<file path="src/core/ldp_consts.vh">
// constants for the l1 data prefetch engine
`ifndef LDP_CONSTS_VH
`define LDP_CONSTS_VH
// hint kinds on the pipeline side
`define LDP_HINT_LOAD 2'h0
`define LDP_HINT_STORE 2'h1
`define LDP_HINT_NT 2'h2
// fill state of a requested line
`define LDP_FILL_SHARED 1'h0
`define LDP_FILL_MODIFIED 1'h1
// line geometry and stream defaults
`define LDP_ADDR_W 48
`define LDP_LINE_OFS_W 6
`define LDP_STREAMS 4
`define LDP_INIT_COUNT 3
`define LDP_MAX_DIST 8
`define LDP_CNT_W 4
// engine states
`define LDP_ST_IDLE 2'h0
`define LDP_ST_BURST 2'h1
`endif

</file>
<file path="src/core/ldp_prefetch_engine.v">
// l1 data prefetch engine: software hints and unit-stride hw prefetcher
`include "ldp_consts.vh"
module ldp_prefetch_engine #(
   parameter ADDR_W = `LDP_ADDR_W,
   parameter STREAMS = `LDP_STREAMS,
   parameter INIT_COUNT = `LDP_INIT_COUNT,
   parameter MAX_DIST = `LDP_MAX_DIST
) (
   // clock and reset
   input wire core_clk_in,
   input wire reset_n_in,
   // software hints from the load-store pipeline
   input wire hint_valid_in,
   input wire [1:0] hint_kind_in,
   input wire [ADDR_W-1:0] hint_addr_in,
   input wire emulation_control_bit_in,
   input wire task_switched_control_bit_in,
   // demand accesses
   input wire acc_valid_in,
   input wire acc_miss_in,
   input wire [ADDR_W-1:0] acc_addr_in,
   // fill completions and l1 lookup
   input wire fill_done_in,
   input wire l1_present_in,
   input wire l1_pending_in,
   output reg [ADDR_W-`LDP_LINE_OFS_W-1:0] probe_line_out,
   // read requests to the hierarchy
   input wire rd_ready_in,
   output reg rd_valid_out,
   output reg [ADDR_W-1:0] rd_addr_out,
   output reg rd_fill_modified_out,
   output reg rd_l1_only_out,
   output reg rd_nt_out,
   output reg reg_write_out
);
   localparam LINE_W = ADDR_W - `LDP_LINE_OFS_W;
   localparam CW = `LDP_CNT_W;

   // ************************************************************
   // software hint path
   // ************************************************************
   // control bits deliberately unused: hints never fault or stall
   wire ctl_ignored_w = emulation_control_bit_in & task_switched_control_bit_in & 1'b0;
   wire [LINE_W-1:0] hint_line_w = hint_addr_in[ADDR_W-1:`LDP_LINE_OFS_W];
   wire hint_st_w = hint_valid_in & ~ctl_ignored_w;
   wire hint_mod_w = (hint_kind_in == `LDP_HINT_STORE);
   wire hint_nt_w = (hint_kind_in == `LDP_HINT_NT);
   // software hints also act as training accesses in cycles with no demand access
   wire tr_valid_w = acc_valid_in | hint_st_w;
   wire tr_miss_w = acc_valid_in ? acc_miss_in : ~(l1_present_in | l1_pending_in);
   wire [LINE_W-1:0] tr_line_w = acc_valid_in ? acc_addr_in[ADDR_W-1:`LDP_LINE_OFS_W]
                                              : hint_line_w;
   wire tr_nt_w = ~acc_valid_in & hint_nt_w;

   // ************************************************************
   // stream table
   // ************************************************************
   reg [LINE_W-1:0] last_miss_q;
   reg last_miss_v_q;
   reg last_miss_nt_q;
   reg [STREAMS-1:0] s_v_q;
   reg [STREAMS-1:0] s_nt_q;
   reg [LINE_W-1:0] s_next_q [0:STREAMS-1];  // next expected demand line
   reg [LINE_W-1:0] s_front_q [0:STREAMS-1]; // next line to prefetch
   reg [CW-1:0] s_pend_q [0:STREAMS-1];
   reg [CW-1:0] s_dist_q [0:STREAMS-1];
   reg [1:0] victim_q;

   // hit on a stream: index of first matching entry
   reg hit_w;
   reg [1:0] hit_idx_w;
   integer k;
   always @* begin
      hit_w = 1'b0;
      hit_idx_w = 2'h0;
      for (k = STREAMS - 1; k >= 0; k = k - 1) begin
         if (s_v_q[k] && s_next_q[k] == tr_line_w) begin
            hit_w = 1'b1;
            hit_idx_w = k[1:0];
         end
      end
   end

   wire train_open_w = tr_valid_w & tr_miss_w & ~hit_w & last_miss_v_q
                       & (tr_line_w == last_miss_q + 1'b1);

   // hardware issue: first stream with outstanding budget
   integer m;
   reg hw_v_w;
   reg [1:0] hw_idx_w;
   always @* begin
      hw_v_w = 1'b0;
      hw_idx_w = 2'h0;
      for (m = STREAMS - 1; m >= 0; m = m - 1) begin
         if (s_v_q[m] && s_pend_q[m] != {CW{1'b0}}) begin
            hw_v_w = 1'b1;
            hw_idx_w = m[1:0];
         end
      end
   end
   wire hw_taken_w;
   // output stage frees when empty or accepted; the arbiter slot waits on it
   wire out_free_w = ~(rd_valid_out & ~rd_ready_in);

   // ************************************************************
   // arbiter and filter
   // ************************************************************
   wire [LINE_W-1:0] probe_w;
   wire arb_v_w;
   wire [LINE_W-1:0] arb_line_w;
   wire arb_mod_w;
   wire arb_nt_w;
   ldp_req_arb #(.LINE_W(LINE_W)) u_arb (
      .core_clk_in(core_clk_in),
      .reset_n_in(reset_n_in),
      .sw_valid_in(hint_st_w),
      .sw_line_in(hint_line_w),
      .sw_modified_in(hint_mod_w),
      .sw_nt_in(hint_nt_w),
      .hw_valid_in(hw_v_w),
      .hw_line_in(s_front_q[hw_idx_w]),
      .hw_nt_in(s_nt_q[hw_idx_w]),
      .hw_taken_out(hw_taken_w),
      .l1_present_in(l1_present_in),
      .l1_pending_in(l1_pending_in),
      .probe_line_out(probe_w),
      .rd_ready_in(out_free_w),
      .rd_valid_out(arb_v_w),
      .rd_line_out(arb_line_w),
      .rd_modified_out(arb_mod_w),
      .rd_nt_out(arb_nt_w)
   );

   // ************************************************************
   // stream update
   // ************************************************************
   integer i;
   always @(posedge core_clk_in) begin
      if (!reset_n_in) begin
         last_miss_q <= {LINE_W{1'b0}};
         last_miss_v_q <= 1'b0;
         last_miss_nt_q <= 1'b0;
         s_v_q <= {STREAMS{1'b0}};
         s_nt_q <= {STREAMS{1'b0}};
         victim_q <= 2'h0;
         for (i = 0; i < STREAMS; i = i + 1) begin
            s_next_q[i] <= {LINE_W{1'b0}};
            s_front_q[i] <= {LINE_W{1'b0}};
            s_pend_q[i] <= {CW{1'b0}};
            s_dist_q[i] <= {CW{1'b0}};
         end
      end else begin
         // only misses that open nothing are remembered for training
         if (tr_valid_w && tr_miss_w && !hit_w) begin
            last_miss_q <= tr_line_w;
            last_miss_v_q <= 1'b1;
            last_miss_nt_q <= tr_nt_w;
         end
         // budget consumed when the arbiter takes a hw line
         if (hw_taken_w) begin
            s_front_q[hw_idx_w] <= s_front_q[hw_idx_w] + 1'b1;
            s_pend_q[hw_idx_w] <= s_pend_q[hw_idx_w] - 1'b1;
         end
         if (train_open_w) begin
            s_v_q[victim_q] <= 1'b1;
            s_nt_q[victim_q] <= last_miss_nt_q | tr_nt_w;
            s_next_q[victim_q] <= tr_line_w + 1'b1;
            s_front_q[victim_q] <= tr_line_w + 1'b1;
            s_pend_q[victim_q] <= INIT_COUNT[CW-1:0];
            s_dist_q[victim_q] <= INIT_COUNT[CW-1:0];
            victim_q <= victim_q + 1'b1;
            last_miss_v_q <= 1'b0;
         end else if (tr_valid_w && hit_w) begin
            s_next_q[hit_idx_w] <= tr_line_w + 1'b1;
            // miss on expected line means demand caught the prefetches
            if (tr_miss_w && s_dist_q[hit_idx_w] < MAX_DIST[CW-1:0]) begin
               s_dist_q[hit_idx_w] <= s_dist_q[hit_idx_w] + 1'b1;
               s_pend_q[hit_idx_w] <= s_pend_q[hit_idx_w] + 2'h2
                  - {{(CW-1){1'b0}}, (hw_taken_w && hw_idx_w == hit_idx_w)};
            end else begin
               s_pend_q[hit_idx_w] <= s_pend_q[hit_idx_w] + 1'b1
                  - {{(CW-1){1'b0}}, (hw_taken_w && hw_idx_w == hit_idx_w)};
            end
         end
      end
   end

   // ************************************************************
   // registered outputs
   // ************************************************************
   // the fill/eviction policy rides along with each read
   always @(posedge core_clk_in) begin
      if (!reset_n_in) begin
         rd_valid_out <= 1'b0;
         rd_addr_out <= {ADDR_W{1'b0}};
         rd_fill_modified_out <= `LDP_FILL_SHARED;
         rd_l1_only_out <= 1'b0;
         rd_nt_out <= 1'b0;
         reg_write_out <= 1'b0;
         probe_line_out <= {LINE_W{1'b0}};
      end else begin
         // a stalled read holds whole so no hw prefetch is lost; a hint arriving while the arbiter slot is stalled is dropped
         if (out_free_w) begin
            rd_valid_out <= arb_v_w;
            rd_addr_out <= {arb_line_w, {`LDP_LINE_OFS_W{1'b0}}};
            rd_fill_modified_out <= arb_mod_w;
            // NT: hierarchy skips L2 writeback unless line came from L2
            rd_nt_out <= arb_nt_w;
         end
         rd_l1_only_out <= 1'b1;
         reg_write_out <= 1'b0 & fill_done_in;
         probe_line_out <= probe_w;
      end
   end
endmodule // ldp_prefetch_engine

</file>
<file path="src/core/ldp_req_arb.v">
// two-source request arbiter with an l1 present/pending filter
`include "ldp_consts.vh"
module ldp_req_arb #(
   parameter LINE_W = 42
) (
   // clock and reset
   input wire core_clk_in,
   input wire reset_n_in,
   // software request (higher priority)
   input wire sw_valid_in,
   input wire [LINE_W-1:0] sw_line_in,
   input wire sw_modified_in,
   input wire sw_nt_in,
   // hardware request
   input wire hw_valid_in,
   input wire [LINE_W-1:0] hw_line_in,
   input wire hw_nt_in,
   output wire hw_taken_out,
   // cache lookup of the candidate line
   input wire l1_present_in,
   input wire l1_pending_in,
   output wire [LINE_W-1:0] probe_line_out,
   // memory read side
   input wire rd_ready_in,
   output reg rd_valid_out,
   output reg [LINE_W-1:0] rd_line_out,
   output reg rd_modified_out,
   output reg rd_nt_out
);
   // ************************************************************
   // selection
   // ************************************************************
   wire busy_w = rd_valid_out & ~rd_ready_in;
   wire pick_hw_w = ~sw_valid_in & hw_valid_in;
   wire any_w = sw_valid_in | hw_valid_in;
   assign probe_line_out = sw_valid_in ? sw_line_in : hw_line_in;
   // filtered requests are still consumed so the stream moves on
   assign hw_taken_out = pick_hw_w & ~busy_w;
   wire drop_w = l1_present_in | l1_pending_in;

   // output slot holds until the hierarchy accepts it
   always @(posedge core_clk_in) begin
      if (!reset_n_in) begin
         rd_valid_out <= 1'b0;
         rd_line_out <= {LINE_W{1'b0}};
         rd_modified_out <= 1'b0;
         rd_nt_out <= 1'b0;
      end else if (!busy_w) begin
         rd_valid_out <= any_w & ~drop_w;
         rd_line_out <= probe_line_out;
         rd_modified_out <= sw_valid_in & sw_modified_in;
         rd_nt_out <= sw_valid_in ? sw_nt_in : (pick_hw_w & hw_nt_in);
      end
   end
endmodule // ldp_req_arb

</file>
<file path="config.mk">
export PLATFORM = sky130hd
export DESIGN_NAME = ldp_prefetch_engine
export DESIGN_NICKNAME = d
export VERILOG_FILES = /design/src/core/ldp_prefetch_engine.v /design/src/core/ldp_req_arb.v
export VERILOG_INCLUDE_DIRS = /design/src /design/src/core
export SDC_FILE = /design/constraint.sdc
export NUM_CORES = 1
export LEC_CHECK = 0
export BUFFER_PORTS_ARGS = -buffer_cell sky130_fd_sc_hd__buf_2
export CAP_MARGIN = 10
export CORE_MARGIN = 5
export CORE_UTILIZATION = 50
export DETAILED_ROUTE_END_ITERATION = 8
export PLACE_DENSITY = 0.78
export SYNTH_ARGS = -nofsm -noshare
export SYNTH_HDL_FRONTEND = slang
export SYNTH_SLANG_ARGS = --single-unit
</file>
<file path="constraint.sdc">
create_clock -name core_clk_in -period 11.5 [get_ports core_clk_in]
set_input_delay 1.725 -clock core_clk_in [delete_from_list [all_inputs] [get_ports core_clk_in]]
set_output_delay 1.725 -clock core_clk_in [all_outputs]
set_load 0.005 [all_outputs]
</file>
-- Word-level counts from Yosys, hierarchy flattened
Memory sizes are Yosys's and may differ from the RTL's.
Index checks and enable logic that the tools add are counted.
- add/subtract/negate cells: 10
- multipliers: 0
- divide/modulo/power cells: 0
- $lt $le $gt $ge: 4
- equality and inequality tests: 8
- shift-type cells: 0
- multiplexer cells: 75
- bitwise operators: 25
- reductions and logical operators: 29
- operators by type and width (kind ; number):
    42-bit two-way mux ; 6
    42-bit == test ; 5
    42-bit OR reduction ; 4
    42-bit by 1-bit adder with 42-bit output, second input constant ; 3
    1-bit two-way mux ; 43
    2-bit two-way mux ; 17
    4-bit two-way mux ; 6
    4-bit OR reduction ; 5
    4-bit nonzero test ; 4
    1-bit logical AND ; 14
    1-bit bitwise AND ; 12
    4-bit by 1-bit adder with 4-bit output, second input constant ; 2
    4-bit by 1-bit subtractor with 4-bit output ; 2
    1-bit inverter ; 7
    2-bit by 3-bit < comparator with 1-bit output, second input constant ; 2
    1-bit bitwise OR ; 5
    4-bit by 2-bit adder with 4-bit output, second input constant ; 1
    4-bit bitwise mux ; 1
    4-bit < comparator, second input constant ; 1
    4-bit bitwise OR ; 1
    4-bit by 1-bit subtractor with 4-bit output, second input constant ; 1
    2-bit by 1-bit adder with 2-bit output, second input constant ; 1
    1-bit binary-select mux with 2-bit select ; 1
    1-bit demux with 2-bit select ; 1
    6 further kinds ; 6
- register bits: 187
- latch bits: 0
- RAM bits: 368
- bits in read-only memories: 0
- input bits: 109
- memories kept: 4
- memory list (memory ; depth ; bits a word ; read ports ; clocked after memory_dff ; wr ports ; line ; RTL):
    s_front_q ; 4 ; 42 ; 1 ; 0 ; 4 ; ldp_prefetch_engine.v:64 ; reg [LINE_W-1:0] s_front_q [0:STREAMS-1];
    s_next_q ; 4 ; 42 ; 4 ; 0 ; 4 ; ldp_prefetch_engine.v:63 ; reg [LINE_W-1:0] s_next_q [0:STREAMS-1];
    s_dist_q ; 4 ; 4 ; 1 ; 0 ; 4 ; ldp_prefetch_engine.v:66 ; reg [CW-1:0] s_dist_q [0:STREAMS-1];
    s_pend_q ; 4 ; 4 ; 6 ; 0 ; 4 ; ldp_prefetch_engine.v:65 ; reg [CW-1:0] s_pend_q [0:STREAMS-1];

-- Depth between registers and ports, before layout
Gate-level depths: netlist of the first run.
An unclocked memory read counts as a cell.
- depth after elaboration: 18
- gate-level depth with buffers: 21

-- Modules after synthesis
A second synthesis of the first run with hierarchy kept.
- cell total of the unflattened synthesis: 2968
- area, all modules: 29823.6 sq um
- by module, submodules not included (module ; instances ; cells an instance ; area an instance (sq um)):
    ldp_prefetch_engine ; 1 ; 2723 ; 27644.0
    ldp_req_arb ; 1 ; 245 ; 2179.6

-- Worst setup path after synthesis of the first run
No wires, ideal clock.
- kind: input to register
- from: input acc_valid_in
- to: memory s_next_q[1][0], enable pin
- arrival: 5696 ps
- setup slack: 5404 ps
- cell stages on the path: 16
- cells stage by stage: buf_6 > buf_12 > buf_6 > mux2_2 > a21o_1 > a2111oi_0 > a211o_1 > o2111ai_1 > a211oi_1 > inv_1 > nor4_4 > nand2_2 > o21a_1 > buf_2 > buf_2 > nand2_1
- RTL lines (what ; line ; RTL):
    from (decl) ; ldp_prefetch_engine.v:19 ; input wire acc_valid_in,
    to (decl) ; ldp_prefetch_engine.v:63 ;

==> metrics, run 1 <==
result of the run=finished clean; Power Internal=0.00348 W; # hold bufs at CTS=0; P_sw=0.00126 W; clock root buffer=sky130_fd_sc_hd__clkbuf_16; x dimension of the die=255 um; remaining routing DRC violations=0; Synthesis Warnings=0; gr ovfl total=0; layout overhead on the synthesized area=12.0%; TritonCTS Buffers=57; met1 wire length=35900 um; die extent in y=255 um; maximum number of pins on one net before global-route repair=98; Total Neg Setup Slack=0 ns; total of endpoints with negative setup slack in the final report=0; unrepaired setup endpoints after global routing=false; post_cts resized=0; Final Power=0.00473 W; Critical Path Start=acc_valid_in; highest clock frequency the design can meet=131 MHz; worst hold margin=0.445 ns; total number of vias=24687; final number of hold-violating endpoints=0; post-synthesis cell count=2993; worst-path cell with the longest stage delay=sky130_fd_sc_hd__mux2i_2; Crit path required time=11.64 ns; WL met2=43700 um; async set-reset flop share out of synthesis=0%; hold wc startpoint=rd_addr_out[9]; htree depth=2; wire length of the first global-routing pass=142000 um; Floorplan Core Area=59100 sq um; post-route cell area=33500 sq um; highest metal layer with signal wires=met4; number of clock sinks seen by CTS=555; via count of the first global-routing pass=22818; Overall Global Routing Usage=28.8%; crit-path cells=buf_6, buf_4, mux2i_2, xnor2_1, nor4_1, nand4_1, nor4_1, nor2_1, o21a_1, or2_1, a32oi_4, buf_4, nand2_2; source of the worst register-to-register timing path=last_miss_q[4]; Critical Path Start Type=input port; remaining antenna violation count after routing=0; reported max-cap violation count=0; routability cong.=0.999; share of total power in the clock network=40.5%; slowest stage delay, CP=0.88 ns; number of synthesized flops with an enable pin=368; Avg Vias per Cell=6.25; power share of the combinational group=11.8%; count of buffers from port buffering=181; power per standard cell area=141 nW/um^2; clock tree from TritonCTS=built; clock-pin slew reported for the worst setup and hold paths after clock tree synthesis=0.06 ns; leak pwr=12.1 nW; Post-Route Utilization=56.6%; clock latency on the worst-skew pair=0.64 ns; Buf/Inv on CP=3; antenna violations before repair=1; row cnt=89; standard cell area after detailed placement=31500 sq um; time the worst path needs with I/O delays and setup=7.64 ns; commonest register cell after synthesis=sky130_fd_sc_hd__edfxtp_1; number of buffers added for setup after CTS=0; arrival time of the worst setup path=7.78 ns; Seq pwr share=47.7%; switching share of power=26.5%; family of cells with the greatest summed delay on the critical path=simple AND/OR/NAND/NOR gates; maximum root-to-sink buffer count=3; final setup skew=0.0302 ns; worst slew pin tran=1.36 ns; highest ir drop seen on vdd=119 uV; TritonRoute pass-1 iters=6; I/O pin cnt=204; die area=64800 sq um; kind of path behind the tightest hold check=reg2reg; met3 wirelength from detailed routing=13000 um; critical path type=in2reg; fraction of layout instances using a drive strength above 1=15.8%; Cell Area, Synth=29900 sq um; element type at the critical path end=register; part of the cycle the worst path needs=66.4%; #FFs+latches synth=555; synthesized area per cell=10.0 sq um; register area share after synthesis=49.4%; library cells used by synthesis=104; Initial DRC Count=3530; starting density of the core=50.6%; final-stage net count=3248; aggregate routed wire length=97000 um; maximum fanout along the worst path=50; headroom to the max-slew limit=8.66%; per-cell routed wire length=24.6 um; Final Max Slew Viols=0; post-detailed-placement half-perimeter wirelength=67900 um
-- cells by family after synthesis --
logic type | count (synthesis) | synth area share, %
adders and majority gates | 15 | 0.627
other | 1 | 0.0125
and+or+nand+nor | 1259 | 20.2
AOI/OAI and AO/OA | 484 | 10.3
buffers and inverters | 217 | 3.30
DFF | 555 | 49.4
muxes | 153 | 6.96
xor gates and xnor gates | 309 | 9.22
-- through the flow --
| step | cells | setup WS [ns] |
|---|---|---|
| floorplan | 2999 | 5.40 |
| global placement | 3838 | 3.40 |
| detailed placement | 3838 | 3.38 |
| CTS | 3946 | 4.02 |
| global route | 3946 | 3.70 |
| finish | 3948 | 3.86 |
-- cells in the final DEF, fill, tap and decap left out, types with 11 or more instances in the layout --
cell,synthesis,layout
sky130_fd_sc_hd__a21oi_1,148,147
sky130_fd_sc_hd__nand2b_1,35,34
sky130_fd_sc_hd__nand4_1,34,34
sky130_fd_sc_hd__mux2i_2,11,11
sky130_fd_sc_hd__nand3_1,115,112
sky130_fd_sc_hd__nand2_1,305,299
sky130_fd_sc_hd__mux4_2,11,11
sky130_fd_sc_hd__a211oi_1,15,15
sky130_fd_sc_hd__nor4_1,94,93
sky130_fd_sc_hd__and2_1,37,37
sky130_fd_sc_hd__edfxtp_1,368,368
sky130_fd_sc_hd__nor2_1,443,442
sky130_fd_sc_hd__o2bb2ai_1,25,25
sky130_fd_sc_hd__and3_1,13,13
sky130_fd_sc_hd__o22ai_1,34,34
sky130_fd_sc_hd__or3_1,22,20
sky130_fd_sc_hd__mux2i_1,71,71
sky130_fd_sc_hd__buf_2,31,179
sky130_fd_sc_hd__xnor2_1,255,255
sky130_fd_sc_hd__nor3_1,75,75
sky130_fd_sc_hd__ha_1,15,15
sky130_fd_sc_hd__inv_1,43,43
sky130_fd_sc_hd__xor2_1,47,47
sky130_fd_sc_hd__mux2_2,32,32
sky130_fd_sc_hd__o21ai_0,145,145
sky130_fd_sc_hd__dfxtp_1,187,187
sky130_fd_sc_hd__buf_4,14,58
sky130_fd_sc_hd__clkbuf_16,0,60
sky130_fd_sc_hd__mux2i_4,26,26
-- synth_stat cells (7+ instances only) --
master	number	share of area, %
sky130_fd_sc_hd__buf_4	14	0.35
sky130_fd_sc_hd__dfxtp_1	187	13
sky130_fd_sc_hd__nor2b_1	8	0.17
sky130_fd_sc_hd__buf_1	15	0.19
sky130_fd_sc_hd__xnor2_1	255	7.5
sky130_fd_sc_hd__nand2b_1	35	0.73
sky130_fd_sc_hd__and2_1	37	0.77
sky130_fd_sc_hd__edfxtp_1	368	37
sky130_fd_sc_hd__buf_2	31	0.52
sky130_fd_sc_hd__nor4_1	94	2.0
sky130_fd_sc_hd__nand3b_1	8	0.20
sky130_fd_sc_hd__o22ai_1	34	0.71
sky130_fd_sc_hd__nand3_1	115	1.9
sky130_fd_sc_hd__mux2i_1	71	2.4
sky130_fd_sc_hd__a22o_1	10	0.29
sky130_fd_sc_hd__and3_1	13	0.27
sky130_fd_sc_hd__a211oi_1	15	0.38
sky130_fd_sc_hd__mux2i_4	26	2.0
sky130_fd_sc_hd__mux2_2	32	1.2
sky130_fd_sc_hd__o21ai_0	145	2.4
sky130_fd_sc_hd__a21oi_1	148	2.5
sky130_fd_sc_hd__a31oi_1	11	0.23
sky130_fd_sc_hd__inv_1	43	0.54
sky130_fd_sc_hd__nor3_1	75	1.3
sky130_fd_sc_hd__or3_1	22	0.46
sky130_fd_sc_hd__mux4_2	11	0.83
sky130_fd_sc_hd__nand4_1	34	0.71
sky130_fd_sc_hd__and4_1	7	0.20
sky130_fd_sc_hd__or2_2	10	0.21
sky130_fd_sc_hd__o211ai_1	8	0.20
sky130_fd_sc_hd__mux2i_2	11	0.51
sky130_fd_sc_hd__xor2_1	47	1.4
sky130_fd_sc_hd__clkbuf_1	104	1.3
sky130_fd_sc_hd__ha_1	15	0.63
sky130_fd_sc_hd__nor2_1	443	5.6
sky130_fd_sc_hd__o2bb2ai_1	25	0.73
sky130_fd_sc_hd__a31o_2	8	0.23
sky130_fd_sc_hd__o21a_1	7	0.18
sky130_fd_sc_hd__nand2_1	305	3.8
sky130_fd_sc_hd__a21o_1	11	0.28
-- layout make-up --
cell class / count / area, sq um
Clock buffer: 80 / 1670
Clock inverter: 28 / 279
Timing Repair Buffer: 238 / 1340
Antenna cell: 2 / 5.00
Multi-Input combinational cell: 2227 / 14300
Sequential cell: 555 / 14800
Tap cell: 773 / 967
Inverter: 45 / 171
Fill cell: 4916 / 25600
-- worst paths after layout --
kind	to	slack (ns)	depth (start not counted)
setup reg to reg	s_next_q[1][15]	5.75	11
hold reg to reg	rd_addr_out[9]	0.44	2
hold / removal	rd_addr_out[9]	0.44	2
setup / recovery	s_next_q[0][38]	3.86	13
-- power by group through the flow --
stage / Combinational [W] / Sequential (W) / Clock (W)
2_1_floorplan: 0.000335 / 0.00229 / 0
4_1_cts: 0.000544 / 0.00225 / 0.00191
3_3_place_gp: 0.000535 / 0.00229 / 0
6_report: 0.000561 / 0.00226 / 0.00192
3_5_place_dp: 0.000540 / 0.00230 / 0
5_1_grt: 0.000585 / 0.00226 / 0.00200
-- tightest hold or removal path, cell delays in order (launching register included) --
cell and delay (ns):
sky130_fd_sc_hd__dfxtp_1 0.30, sky130_fd_sc_hd__nand2_1 0.05, sky130_fd_sc_hd__a21oi_1 0.05
-- routing by layer --
metal  GRT usage (%)  vias to the layer above
met2            45.2                     1694
met4            11.1                        0
li1                -                    10998
met3            7.78                      286
met1            38.6                    11709
met5               0                        -
-- flip-flops by register name, summed over array words and instances (netlist names), 2 cells and up --
signal             flops
s_next_q             168
s_v_q                  4
probe_line_out        42
last_miss_q           42
s_nt_q                 4
rd_addr_out           42
s_pend_q              16
s_dist_q              16
s_front_q            168
victim_q               2
u_arb.rd_line_out     42
No activity file was read; power rests on OpenSTA's default activity.
==> run 2, diff against run 1 <==
==> constraint.sdc (replaced) <==
create_clock -name core_clk_in -period 7.5 [get_ports core_clk_in]
set_input_delay 1.125 -clock core_clk_in [delete_from_list [all_inputs] [get_ports core_clk_in]]
set_output_delay 1.125 -clock core_clk_in [all_outputs]
set_load 0.005 [all_outputs]
==> run 2 against run 1 <==
Against the previous run:
- final cell count increased by 0.66%
- flip-flop and latch count unchanged
- worst setup slack got worse by 2.5 ns
- routed wire length increased by 2.1%
- sequential power increased by 53%
- critical path depth increased by 8
- global-route usage increased by 0.68 points
- clock skew increased by 0.013 ns
- via count increased by 1.4%
- hold slack improved by 0.0026 ns
- count of clock-buffer cells in the layout decreased by 8
- clock power increased by 54%
- highest routed layer unchanged
==> metrics, run 2 (synthesis results as in run 1) <==
result of the run=finished clean; starting density of the core=50.6% (unchanged); Critical Path Start Type=input port; routability cong.=0.976 (-2.3%); most frequent cells in the layout=sky130_fd_sc_hd__nor2_1 (442), sky130_fd_sc_hd__edfxtp_1 (368), sky130_fd_sc_hd__nand2_1 (299), sky130_fd_sc_hd__xnor2_1 (255), sky130_fd_sc_hd__dfxtp_1 (187); highest clock frequency the design can meet=163 MHz; # hold bufs at CTS=0 (unchanged); maximum fanout along the worst path=36 (-28%); die extent in y=255 um (unchanged); Initial DRC Count=3591 (+1.7%); maximum root-to-sink buffer count=3 (unchanged); TritonRoute pass-1 iters=6 (unchanged); remaining antenna violation count after routing=0 (unchanged); x dimension of the die=255 um (unchanged); Overall Global Routing Usage=29.5% (+0.68 points); aggregate routed wire length=99100 um (+2.1%); hold wc startpoint=rd_fill_modified_out; antenna violations before repair=6 (+5); count of buffers from port buffering=181 (unchanged); Total Neg Setup Slack=0 ns (unchanged); endpoint with the worst hold slack=rd_fill_modified_out; critical path type=in2reg; die area=64800 sq um (unchanged); highest ir drop seen on vdd=209 uV (+75%); time the worst path needs with I/O delays and setup=6.13 ns; Final Max Slew Viols=0 (unchanged); clock tree from TritonCTS=built; I/O pin cnt=204 (unchanged); total number of vias=25040 (+1.4%); fraction of layout instances using a drive strength above 1=16.3% (+0.57 points); number of fill cells in the layout=4909 (-0.14%); htree depth=2 (unchanged); clock latency on the worst-skew pair=0.65 ns (about the same); worst slew pin tran=1.32 ns (-0.0430 ns); element type at the critical path end=register; worst-path cell with the longest stage delay=sky130_fd_sc_hd__mux2i_2; worst hold margin=0.447 ns (+0.00261 ns); via count of the first global-routing pass=23620 (+3.5%); clock root buffer=sky130_fd_sc_hd__clkbuf_16; per-cell routed wire length=24.9 um (+1.5%); layout overhead on the synthesized area=12.8%; source of the worst register-to-register timing path=s_pend_q[2][1]; reported max-cap violation count=0 (unchanged); total of endpoints with negative setup slack in the final report=0 (unchanged); Crit path required time=7.87 ns (-3.77 ns); final-stage net count=3273 (+0.77%); most common cell after layout, fill and taps aside=sky130_fd_sc_hd__nor2_1; capture point of the worst reg-to-reg path=s_front_q[2][40]; arrival time of the worst setup path=6.50 ns (-1.28 ns); number of clock sinks seen by CTS=555 (unchanged); Floorplan Core Area=59100 sq um (unchanged); worst-case reg-to-reg path depth=12 (+1); wire length of the first global-routing pass=146000 um (+2.6%); Buf/Inv on CP=6 (+3); non-filler instance count after layout=3974 (+0.66%); crit-path cells=buf_6, buf_12, mux2i_2, xnor2_1, nor4_1, nand2_1, nor4_1, buf_4, a21oi_2, nor2_4, mux2i_1, mux2i_1, inv_1, ha_1, inv_1, ha_1, inv_1, ha_1, mux2i_1, xnor2_1, a2bb2o_1; Avg Vias per Cell=6.30 (+0.77%); headroom to the max-slew limit=11.9% (+3.2 points); post-detailed-placement half-perimeter wirelength=69800 um (+2.8%); number of cells in the design after placement=3864 (+0.68%); post_cts resized=0 (unchanged); clock-pin slew reported for the worst setup and hold paths after clock tree synthesis=0.06 ns (about the same); row cnt=89 (unchanged); unrepaired setup endpoints after global routing=false; final setup skew=0.0430 ns (+0.0128 ns); final number of hold-violating endpoints=0 (unchanged); number of buffers added for setup after CTS=0 (unchanged); maximum number of pins on one net before global-route repair=99 (+1.0%); TritonCTS Buffers=56 (-1.8%); kind of path behind the tightest hold check=reg2reg; instance count along the most critical hold path=2 (unchanged); leak pwr=12.2 nW (+1.2%); gr ovfl total=0 (unchanged); part of the cycle the worst path needs=81.8%; remaining routing DRC violations=0 (unchanged); family of cells with the greatest summed delay on the critical path=multiplexers; largest registers=s_front_q (168), s_next_q (168); reg-to-reg setup timing slack=1.83 ns (-3.92 ns); power per standard cell area=216 nW/um^2 (+53%); slowest stage delay, CP=0.96 ns (+0.08 ns)
==> run 2: changes by cell type in the layout (fill, tap and decap cells not counted), moves of 2 or more <==
cell / before / now
sky130_fd_sc_hd__diode_2: 2 / 4
sky130_fd_sc_hd__clkbuf_8: 9 / 2
sky130_fd_sc_hd__clkinv_8: 2 / 0
sky130_fd_sc_hd__inv_4: 1 / 4
sky130_fd_sc_hd__buf_4: 58 / 80
sky130_fd_sc_hd__bufinv_16: 3 / 6
sky130_fd_sc_hd__clkinv_1: 6 / 8
sky130_fd_sc_hd__buf_12: 0 / 4
==> run 2: report_power, final <==
| group | internal (W) | total (W) | leakage, nW | switching, W |
|---|---|---|---|---|
| sequential | 0.00339 | 0.00346 | 5.22 | 0.0000736 |
| combinational | 0.000287 | 0.000873 | 6.07 | 0.000587 |
| clock | 0.00170 | 0.00296 | 0.950 | 0.00126 |
==> run 2: per-layer routing <==
metal / GRT usage [%] / routed length (um)
met1: 38.2 / 35900
met2: 46.6 / 44600
met3: 8.21 / 13200
met4: 13.4 / 5420
met5: 0 / 0
==> run 2: area by class of cell <==
cell class	instances	area [sq um]	share of cell area, %
clock buffers	72	1570	4.64
repair buffers	264	1590	4.70
multi-input cells	2227	14300	42.3
inverters	45	171	0.508
clock inverters	34	382	1.13
well taps	773	967	2.87
flip-flops and latches	555	14800	43.8
diodes	4	10.0	0.0297
==> run 2: worst max path at each step <==
| stage | startpoint | endpoint | cells past startpoint |
|---|---|---|---|
| 2_1_floorplan | acc_valid_in | s_next_q[1][0] | 16 |
| 6_report | acc_valid_in | s_pend_q[1][3] | 21 |
| 3_5_place_dp | acc_valid_in | s_pend_q[1][3] | 17 |
| 5_1_grt | acc_valid_in | s_pend_q[1][3] | 17 |
| 4_1_cts | acc_valid_in | s_pend_q[1][3] | 21 |
| 3_3_place_gp | acc_valid_in | s_pend_q[1][3] | 17 |
==> run 2: tightest hold or removal path, cell delays in order (launching register included) <==
cell,delay [ns]
sky130_fd_sc_hd__dfxtp_1,0.30
sky130_fd_sc_hd__nand2_1,0.05
sky130_fd_sc_hd__a21oi_1,0.05
==> run 2: per-stage QoR <==
step | util [%] | setup WS [ns] | power, W | instance area [sq um]
after floorplan | - | 2.00 | 0.00402 | 29900
after global placement | 53.8 | 1.03 | 0.00435 | 31800
after detailed placement | 53.8 | 0.962 | 0.00436 | 31800
after CTS | 57.1 | 1.55 | 0.00726 | 33700
after global routing | 57.1 | 1.27 | 0.00746 | 33700
final | 57.1 | 1.37 | 0.00729 | 33800
